$ cat config.mk
export PLATFORM = sky130hd
export DESIGN_NAME = crh_top
export DESIGN_NICKNAME = d
export VERILOG_FILES = /design/src/crh_pkg.sv /design/src/crh_top.sv /design/src/crh_level_filter.sv
export VERILOG_INCLUDE_DIRS = /design/src
export SDC_FILE = /design/constraint.sdc
export NUM_CORES = 1
export LEC_CHECK = 0
export ABC_AREA = 1
export BUFFER_PORTS_ARGS = -buffer_cell sky130_fd_sc_hd__buf_4
export CELL_PAD_IN_SITES_DETAIL_PLACEMENT = 1
export CELL_PAD_IN_SITES_GLOBAL_PLACEMENT = 1
export CORE_ASPECT_RATIO = 1.25
export CORE_UTILIZATION = 42
export CTS_BUF_LIST = sky130_fd_sc_hd__clkbuf_8
export DETAILED_ROUTE_END_ITERATION = 8
export PLACE_DENSITY_LB_ADDON = 0.1
export SLEW_MARGIN = 15
export SYNTH_ARGS = -nofsm -noshare
export SYNTH_HDL_FRONTEND = slang
export SYNTH_SLANG_ARGS = --single-unit
$ cat constraint.sdc
create_clock -name CLK -period 1.75 [get_ports CLK]
set_input_delay 0 -clock CLK [delete_from_list [all_inputs] [get_ports CLK]]
set_output_delay 0 -clock CLK [all_outputs]
set_load 0.01 [all_outputs]
$ cat src/crh_map.svh
// Constants for the controller reset and host data pin logic
`ifndef CRH_MAP_SVH
`define CRH_MAP_SVH

// Core reference clock rate and period
`define CRH_CLK_MHZ 50
`define CRH_CLK_PERIOD_NS 20

// Stable-level filter length for the reset pin, in core reference clocks
`define CRH_FILT_CLOCKS 256
// Internal power-on reset stretch after RESET_N release, in core reference clocks
`define CRH_POR_CLOCKS 256

// Host data line layout
`define CRH_HOST_W 16
`define CRH_BYTE_W 8
`define CRH_HI_MSB 15
`define CRH_HI_LSB 8
`define CRH_LO_MSB 7
`define CRH_LO_LSB 0

// Pin levels and idle values
`define CRH_PIN_HIGH 1'b1
`define CRH_PIN_LOW 1'b0
`define CRH_OE_OFF 1'b1
`define CRH_OE_ON 1'b0
`define CRH_LANES_OFF 16'hFFFF
`define CRH_LANES_ZERO 16'h0000
`define CRH_BYTE_ZERO 8'h00

`endif

$ cat src/crh_pkg.sv
// Types shared by the controller reset and host data pin logic
package crh_pkg;

   // Reset sequencing states
   typedef enum logic [1:0] {
      CRH_POR_DRIVE,
      CRH_WAIT_HIGH,
      CRH_RUN,
      CRH_EXT_RESET
   } crh_state_e;

   // Drive side of the sixteen host data lines (output enable active low)
   typedef struct packed {
      logic [15:0] data;
      logic [15:0] oe_n;
   } crh_pins_s;

   // One byte lane of user-side drive request (direction 1 = drive)
   typedef struct packed {
      logic [7:0] data;
      logic [7:0] drive;
   } crh_lane_s;

endpackage

$ cat src/crh_top.sv
// Reset pin sequencing and host data line multiplexing of the display controller
// Functional notes
// - While internal power-on reset is active the reset pin is pulled low, never driven high.
// - When the internal reset ends the pin is released and becomes an external reset input.
// - An external reset level is acted on only after it stays unchanged 256 oscillator clocks.
// - The sixteen host data lines carry parallel data both ways between host and controller.
// - Without 16-bit parallel mode the upper eight data lines become an 8-bit GPIO port.
// - In serial host mode the lower eight data lines carry the serial host signals.
`include "crh_map.svh"

module crh_top
   import crh_pkg::*;
#(
   parameter int unsigned FILT_CLOCKS = `CRH_FILT_CLOCKS,
   parameter int unsigned POR_CLOCKS = `CRH_POR_CLOCKS
) (
   input wire logic CLK,
   input wire logic RESET_N,
   // Reset pin, open collector
   input wire logic RESET_PIN_IN,
   output logic RESET_PIN_OUT,
   output logic RESET_PIN_OE_N,
   // Core side reset and status
   output logic CORE_RESET_N,
   output logic RESET_DONE,
   output logic EXT_RESET_ACTIVE,
   // Mode selection from the controller's configuration logic
   input wire logic BUS16_MODE,
   input wire logic SERIAL_MODE,
   // Host data lines
   input wire logic [15:0] HOST_DATA_IN,
   output crh_pins_s HOST_DATA_DRV,
   // Parallel bus, core side
   input wire logic [15:0] PAR_WR_DATA,
   input wire logic PAR_DRIVE,
   output logic [15:0] PAR_RD_DATA,
   // General-purpose port on the upper lines
   input wire crh_lane_s GPIO_REQ,
   output logic [7:0] GPIO_IN,
   // Serial host signals on the lower lines
   input wire crh_lane_s SER_REQ,
   output logic [7:0] SER_IN
);

   localparam int unsigned PW = $clog2(POR_CLOCKS + 1);
   localparam logic [PW-1:0] POR_LAST = PW'(POR_CLOCKS - 1);
   localparam logic [PW-1:0] POR_ZERO = PW'(0);
   localparam logic [PW-1:0] POR_ONE = PW'(1);

   crh_state_e state;
   crh_state_e next_state;
   logic [PW-1:0] por_count;
   logic pin_level;
   logic [15:0] din_s1;
   logic [15:0] din_s2;
   logic [15:0] din_s3;
   logic [15:0] din_ok;
   logic core_run;
   crh_pins_s next_drv;

   // Reset pin filter; while we pull the pin low it only tracks our own drive
   crh_level_filter #(
      .CLOCKS(FILT_CLOCKS),
      .RESET_LEVEL(`CRH_PIN_LOW)
   ) u_reset_filter (
      .clk(CLK),
      .reset_n(RESET_N),
      .pin(RESET_PIN_IN),
      .level(pin_level)
   );

   // Power-on reset stretch counter, runs only in the drive state
   always_ff @(posedge CLK or negedge RESET_N) begin
      if (!RESET_N) begin
         por_count <= POR_ZERO;
      end else if (state == CRH_POR_DRIVE && por_count != POR_LAST) begin
         por_count <= por_count + POR_ONE;
      end
   end

   // Sequencing: drive low, wait for the pin to read high, run, external reset
   always_comb begin
      next_state = state;
      case (state)
         CRH_POR_DRIVE: begin
            if (por_count == POR_LAST) begin
               next_state = CRH_WAIT_HIGH;
            end
         end
         CRH_WAIT_HIGH: begin
            // Filter still holds the low we drove; wait until it sees the pull-up
            if (pin_level == `CRH_PIN_HIGH) begin
               next_state = CRH_RUN;
            end
         end
         CRH_RUN: begin
            if (pin_level == `CRH_PIN_LOW) begin
               next_state = CRH_EXT_RESET;
            end
         end
         CRH_EXT_RESET: begin
            if (pin_level == `CRH_PIN_HIGH) begin
               next_state = CRH_RUN;
            end
         end
         default: begin
            next_state = CRH_POR_DRIVE;
         end
      endcase
   end

   always_ff @(posedge CLK or negedge RESET_N) begin
      if (!RESET_N) begin
         state <= CRH_POR_DRIVE;
      end else begin
         state <= next_state;
      end
   end

   assign core_run = (next_state == CRH_RUN);

   // Open-collector drive: the output value is always low, only the enable moves
   always_ff @(posedge CLK or negedge RESET_N) begin
      if (!RESET_N) begin
         RESET_PIN_OUT <= `CRH_PIN_LOW;
         RESET_PIN_OE_N <= `CRH_OE_ON;
      end else begin
         RESET_PIN_OUT <= `CRH_PIN_LOW;
         RESET_PIN_OE_N <= (next_state == CRH_POR_DRIVE) ? `CRH_OE_ON : `CRH_OE_OFF;
      end
   end

   // Status outputs; RESET_DONE is what host status polling reflects
   always_ff @(posedge CLK or negedge RESET_N) begin
      if (!RESET_N) begin
         CORE_RESET_N <= `CRH_PIN_LOW;
         RESET_DONE <= `CRH_PIN_LOW;
         EXT_RESET_ACTIVE <= `CRH_PIN_LOW;
      end else begin
         CORE_RESET_N <= core_run;
         RESET_DONE <= core_run;
         EXT_RESET_ACTIVE <= (next_state == CRH_EXT_RESET);
      end
   end

   // Host data inputs cross from the pins through three flops
   always_ff @(posedge CLK or negedge RESET_N) begin
      if (!RESET_N) begin
         din_s1 <= `CRH_LANES_ZERO;
         din_s2 <= `CRH_LANES_ZERO;
         din_s3 <= `CRH_LANES_ZERO;
      end else begin
         din_s1 <= HOST_DATA_IN;
         din_s2 <= din_s1;
         din_s3 <= din_s2;
      end
   end

   // A bit is accepted once the second and third stages agree; else hold it
   always_ff @(posedge CLK or negedge RESET_N) begin
      if (!RESET_N) begin
         din_ok <= `CRH_LANES_ZERO;
      end else begin
         din_ok <= (din_s3 & ~(din_s2 ^ din_s3)) | (din_ok & (din_s2 ^ din_s3));
      end
   end

   // Lane drive selection; nothing is driven while the core is held in reset
   always_comb begin
      next_drv.data = `CRH_LANES_ZERO;
      next_drv.oe_n = `CRH_LANES_OFF;
      if (core_run) begin
         // Upper byte: parallel data in 16-bit mode, otherwise the GPIO port
         if (BUS16_MODE) begin
            next_drv.data[`CRH_HI_MSB:`CRH_HI_LSB] = PAR_WR_DATA[`CRH_HI_MSB:`CRH_HI_LSB];
            next_drv.oe_n[`CRH_HI_MSB:`CRH_HI_LSB] = {`CRH_BYTE_W{~PAR_DRIVE}};
         end else begin
            next_drv.data[`CRH_HI_MSB:`CRH_HI_LSB] = GPIO_REQ.data;
            next_drv.oe_n[`CRH_HI_MSB:`CRH_HI_LSB] = ~GPIO_REQ.drive;
         end
         // Lower byte: serial host signals take precedence over parallel data
         if (SERIAL_MODE) begin
            next_drv.data[`CRH_LO_MSB:`CRH_LO_LSB] = SER_REQ.data;
            next_drv.oe_n[`CRH_LO_MSB:`CRH_LO_LSB] = ~SER_REQ.drive;
         end else begin
            next_drv.data[`CRH_LO_MSB:`CRH_LO_LSB] = PAR_WR_DATA[`CRH_LO_MSB:`CRH_LO_LSB];
            next_drv.oe_n[`CRH_LO_MSB:`CRH_LO_LSB] = {`CRH_BYTE_W{~PAR_DRIVE}};
         end
      end
   end

   // Registered pin drive keeps the pads glitch-free between mode changes
   always_ff @(posedge CLK or negedge RESET_N) begin
      if (!RESET_N) begin
         HOST_DATA_DRV.data <= `CRH_LANES_ZERO;
         HOST_DATA_DRV.oe_n <= `CRH_LANES_OFF;
      end else begin
         HOST_DATA_DRV <= next_drv;
      end
   end

   // Received data is routed to the user that owns each byte lane
   always_ff @(posedge CLK or negedge RESET_N) begin
      if (!RESET_N) begin
         PAR_RD_DATA <= `CRH_LANES_ZERO;
         GPIO_IN <= `CRH_BYTE_ZERO;
         SER_IN <= `CRH_BYTE_ZERO;
      end else begin
         PAR_RD_DATA[`CRH_HI_MSB:`CRH_HI_LSB] <= BUS16_MODE ?
            din_ok[`CRH_HI_MSB:`CRH_HI_LSB] : `CRH_BYTE_ZERO;
         GPIO_IN <= BUS16_MODE ? `CRH_BYTE_ZERO : din_ok[`CRH_HI_MSB:`CRH_HI_LSB];
         PAR_RD_DATA[`CRH_LO_MSB:`CRH_LO_LSB] <= SERIAL_MODE ?
            `CRH_BYTE_ZERO : din_ok[`CRH_LO_MSB:`CRH_LO_LSB];
         SER_IN <= SERIAL_MODE ? din_ok[`CRH_LO_MSB:`CRH_LO_LSB] : `CRH_BYTE_ZERO;
      end
   end

endmodule

$ cat src/crh_level_filter.sv
// Three-stage synchroniser and stable-level filter for one pin
`include "crh_map.svh"

module crh_level_filter
   import crh_pkg::*;
#(
   parameter int unsigned CLOCKS = `CRH_FILT_CLOCKS,
   parameter logic RESET_LEVEL = `CRH_PIN_HIGH
) (
   input wire logic clk,
   input wire logic reset_n,
   input wire logic pin,
   output logic level
);

   localparam int unsigned CW = $clog2(CLOCKS + 1);
   localparam logic [CW-1:0] LAST = CW'(CLOCKS - 1);
   localparam logic [CW-1:0] ZERO = CW'(0);
   localparam logic [CW-1:0] ONE = CW'(1);

   logic s1;
   logic s2;
   logic s3;
   logic [CW-1:0] count;

   // Three flops; only s2 and s3 are looked at, s1 feeds s2 alone
   always_ff @(posedge clk or negedge reset_n) begin
      if (!reset_n) begin
         s1 <= RESET_LEVEL;
         s2 <= RESET_LEVEL;
         s3 <= RESET_LEVEL;
      end else begin
         s1 <= pin;
         s2 <= s1;
         s3 <= s2;
      end
   end

   // A new level is taken only after CLOCKS agreed samples in a row
   always_ff @(posedge clk or negedge reset_n) begin
      if (!reset_n) begin
         count <= ZERO;
         level <= RESET_LEVEL;
      end else if (s2 != s3 || s3 == level) begin
         count <= ZERO;
      end else if (count == LAST) begin
         count <= ZERO;
         level <= s3;
      end else begin
         count <= count + ONE;
      end
   end

endmodule

After elaboration in Yosys (flattened, before gate mapping)

Cells that the tools add are included.

Add/subtract/negate cells: 2
Eq/ne operators: 10
Mux-type cells: 16
Bitwise gates (word level): 9
Reduce and logical (&&, ||, !) cells: 6

Operators with widths:

| operator                                             | number |
|---|---|
| two-way mux 8 bit                                    | 8 |
| AND 16 bit                                           | 2 |
| two-way mux 32 bit                                   | 1 |
| adder 9 x 1 -> 9 bit (second input constant)         | 2 |
| equality test 9 x 8 -> 1 bit (second input constant) | 2 |
| two-way mux 9 bit                                    | 2 |
| NOT 16 bit                                           | 1 |
| NOT 8 bit                                            | 2 |
| bitwise OR 16 bit                                    | 1 |
| XOR 16 bit                                           | 1 |
| != test 9 x 8 -> 1 bit (second input constant)       | 1 |
| equality test 2 bit (second input constant)          | 4 |
| two-way mux 2 bit                                    | 3 |
| one-hot mux 2 bit (3 select lines)                   | 1 |
| logical NOT 2 bit                                    | 2 |
| equality test 2 x 1 -> 1 bit (second input constant) | 1 |
| NOT 1 bit                                            | 2 |
| AND reduction 2 bit                                  | 1 |
| OR reduction 2 bit                                   | 1 |
| equality test 1 bit                                  | 1 |
| logical AND 1 bit                                    | 1 |
| logical OR 1 bit                                     | 1 |
| two-way mux 1 bit                                    | 1 |
| != test 1 bit                                        | 1 |

Flip-flop bits (word level): 155
Bits of input ports: 70
Output and inout port bits: 69
Logic and storage cells: 62

Longest topological paths before layout

Depth in word-level cells: 5
Depth in mapped cells: 11
Depth with buffers taken out: 11

By module

Synthesis repeated with hierarchy kept, for this count alone.

Cells, all modules: 473
Area, all modules: 5,462.7 µm²

Modules (own cells, without submodules):

| module           | times used | cells each | area each (µm²) | seq. area each (µm²) |
|---|---|---|---|---|
| crh_top          | 1          | 407        | 4,869.7         | 3,573.4 |
| crh_level_filter | 1          | 66         | 593.1           | 325.3 |

Worst setup path after synthesis

OpenSTA, ideal clock, no wires.

Path type: reg2reg
Start point: register por_count[0]
End point: register por_count[7]
Setup time: 0.113 ns
Arrival: 1.473 ns
Required time: 1.637 ns
Path slack: 0.164 ns
Stages on the path, launching flop included: 12
Path buffers: 0
Period minus slack after synthesis: 1.586 ns
Cells stage by stage: dfrtp_1 -> ha_1 -> nand3_1 -> nor4_1 -> ha_1 -> inv_1 -> nand2_4 -> nor2_8 -> nand2_1 -> nand2_1 -> nand2_1 -> inv_1

Word-level cells in the longest chain between the ends: 2
Elaborated cells on any way between the ends: 3
Those cells by class: add/sub (1); eq/ne (1); reduce/logical (1)

Ends and longest elaborated chain:

| what                                                                         | line          | source |
|---|---|---|
| start: declaration                                                           | crh_top.sv:52 | `logic [PW-1:0] por_count;` |
| start signal: assignment                                                     | crh_top.sv:77 | `por_count <= por_count + POR_ONE;` |
| parallel branches: the longest is 2 deep, another holds adder 9 x 1 -> 9 bit | -             |  |

Parallel ways; which one is timed is not known.
A chain may end at the register's enable or synchronous reset.

==> impl_metrics.tcl <==
set metrics [dict create \
    status "completed" \
    power.leakage_nw 4.137 \
    worst_setup_path_start_kind "input pin" \
    core_area_sq_mm 0.01266 \
    drt-initial-drc-count 124 \
    nets 786 \
    required_ns 2.12 \
    slew_viol_final 0 \
    power_w 0.007303 \
    final_common_cell "buf_4" \
    slew_headroom 0.4572 \
    fin_ws_ns 0.04265 \
    worstSetupPathDepth 7 \
    port_buffers 137 \
    cp_slowest_cell "dlygate4sd3_1" \
    clock-sinks 155 \
    fmax_mhz 585.7 \
    r2r-start "por_count[1]" \
    viasPerCell 4.580 \
    clk_latency_ns 0.44 \
    period_minus_slack_ns 1.707 \
    timing.rr.end "por_count[7]" \
    drtPass1Iterations 4 \
    grt_max_degree 49 \
    grt_antenna_before_repair 1 \
    ys_ff_latch 155 \
    worst_path_largest_cell_delay_ns 0.57 \
    fin_hold_ws_ns 0.05068 \
    die_h_um 129.4 \
    die-area_sq_mm 0.01344 \
    finalWirelength_um 14520 \
    place_congestion 0.7508 \
    skew_ns 0.01073 \
    die_x_um 103.9 \
    cts_root_buffer "clkbuf_8" \
    ant_nets 0 \
    grtUsageTotal 0.2317 \
    place_inst 772 \
    syn-cell-area_sq_mm 0.005453 \
    rsz0062_at_grt "false" \
    maxCapViolCount 0 \
    cp_max_fo 1 \
    numCtsBuffers 17 \
    path_clk_slew_ns 0.09 \
    cp_top_family "buffers and inverters" \
    synth_nets 548 \
    syn_to_final_growth_pct 47.06 \
    htreeDepth 4 \
    crit_start "SER_REQ[5]" \
    fin_util 0.6333 \
    r2r_cells 11 \
    cp.buffers_inverters 4 \
    start_util 0.4306 \
    tightest_slew_ns 0.8123 \
    vdd_drop_max_uv 569.8 \
    syn_inst 474 \
    dp_hpwl_um 8324 \
    syn_area_per_cell_sq_um 11.50 \
    crit_chain "dlygate4sd3_1, buf_4, nand2_1, dlygate4sd3_1, nand2_1, dlygate4sd3_1, nand2_1" \
    drc 0 \
    place_ws_ns -0.04813 \
    hold_violations 0 \
    grt_pass1_vias 4641 \
    min_path_type "input pin to asynchronous set/reset pin" \
    worstPathArrival_ns 2.08 \
    cellPowerDensity_mw_per_mm2 910.7 \
    wl_per_cell_um 16.26 \
    ys_seq_area_frac 0.7150 \
    synth_cell_types 31 \
    r2r_setup_slack_ns 0.14 \
    grt_pass1_wl_um 23540 \
    worstSetupPathType "input pin to flip-flop" \
    end_kind "flip-flop" \
    layout_common_cells "buf_4 (140), dfrtp_1 (139), nand2_1 (127)" \
    drive_gt1_frac 0.2901 \
    yosysWarnings 0 \
    setup_viol 0 \
    setup.worst_path.end "HOST_DATA_DRV[5]" \
    rows 46 \
    grt_overflow 0 \
    cts_tree "done" \
    n_fill_cell 1381 \
    instances_no_fill 893 \
    cts.path.max_buffers 2 \
    fin_crit_sh 0.9756 \
    io_pins 139 \
    dr_total_vias 4090 \
]
## worst min path at each step
| stage | to | slack [ns] | cells past startpoint | start |
|---|---|---|---|---|
| finish | asynchronous set/reset pin | 0.05 | 2 | RESET_N |
| global route | asynchronous set/reset pin | 0.07 | 2 | RESET_N |
| floorplan | EXT_RESET_ACTIVE | -0.30 | 0 | RESET_N |
| CTS | asynchronous set/reset pin | 0.05 | 2 | RESET_N |
| detailed placement | PAR_RD_DATA[13] | -0.02 | 1 | RESET_N |
| global placement | asynchronous set/reset pin | -0.03 | 1 | RESET_N |
## logic make-up after synthesis
family                   count (synthesis)  share of synthesized area
other                                    1                  0.0006877
multiplexers                             8                    0.01652
flip-flops                             155                     0.7150
AO/OA/AOI/OAI                           12                    0.01147
XOR/XNOR                                 6                   0.009637
adder cells (fa/ha/maj)                 20                    0.03855
AND/OR/NAND/NOR                        184                     0.1427
buffers and inverters                   88                    0.06539
## report_power, final
part           internal, W  leakage (nW)  switching (W)
Clock              0.00134         0.205        0.00142
Sequential         0.00374          1.91      0.0000867
Combinational     0.000406          2.03       0.000315
Total              0.00548          4.14        0.00182
## worst register-to-register path, cell delays in order (launching register included)
cell,delay [ns]
dfrtp_1,0.39
ha_2,0.22
nand3_2,0.10
nor4_4,0.17
ha_2,0.22
inv_2,0.06
nand2_4,0.12
nor2_8,0.05
nand2_1,0.07
nand2_1,0.05
nand2_1,0.05
inv_1,0.03
## area by class of cell
| class | count | area, sq um | area share |
|---|---|---|---|
| clock buffer | 18 | 247.7 | 0.03089 |
| timing repair buffer | 232 | 1994 | 0.2487 |
| sequential | 155 | 3899 | 0.4862 |
| tap | 168 | 210.2 | 0.02621 |
| multi-input combinational | 231 | 1227 | 0.1531 |
| antenna | 1 | 2.502 | 0.0003121 |
| inverter | 75 | 281.5 | 0.03511 |
| clock inverter | 13 | 156.4 | 0.01950 |
## per-stage QoR
| stage | cell area (sq um) | TNS, ns |
|---|---|---|
| final | 8019 | 0 |
| after CTS | 7981 | 0 |
| after detailed placement | 6690 | -0.04813 |
| after global placement | 6690 | 0 |
| after floorplan | 5453 | 0 |
| after global routing | 8019 | 0 |
## layer usage
metal | wire (um) | vias up | track usage | share of wire
met3 | 506 | 29 | 0.04577 | 0.035
met4 | 382 | 0 | 0.1050 | 0.026
met5 | 0 | - | 0 | 0
met2 | 7968 | 116 | 0.4310 | 0.55
met1 | 5661 | 2057 | 0.2578 | 0.39
li1 | - | 1888 | - | -
## timing repair
item,4_1_cts,5_1_grt
endpoints found under the setup margin,2,10
pin swaps,0,2
resized for setup,1,7
hold buffers,88,0
endpoints found under the hold margin,215,0
buffers inserted,0,1
## synth_stat cells
cell type / number / area, sq um
xnor2_1: 2 / 17.52
inv_1: 73 / 274.0
nor2_4: 2 / 22.52
nand4_1: 2 / 12.51
nor2_2: 2 / 12.51
nand2_1: 127 / 476.7
o21ai_0: 9 / 45.04
conb_1: 1 / 3.750
xor2_1: 4 / 35.03
inv_2: 2 / 7.510
o21bai_1: 1 / 7.510
dfrtp_1: 139 / 3478
ha_1: 4 / 50.05
nor3_1: 2 / 10.01
nand2_4: 1 / 11.26
a21oi_1: 2 / 10.01
nor2_1: 31 / 116.4
buf_4: 2 / 15.01
nand3b_1: 3 / 22.52
nor2_8: 1 / 20.02
mux2_2: 5 / 56.30
clkbuf_1: 1 / 3.750
nor3b_1: 1 / 7.510
maj3_1: 16 / 160.2
buf_6: 1 / 11.26
dfstp_2: 16 / 420.4
mux2_1: 3 / 33.78
nor4_1: 1 / 6.260
nand3_1: 10 / 50.05
nand3_2: 1 / 10.01
buf_2: 9 / 45.04
Note: power is estimated with default switching activity, not from simulation.
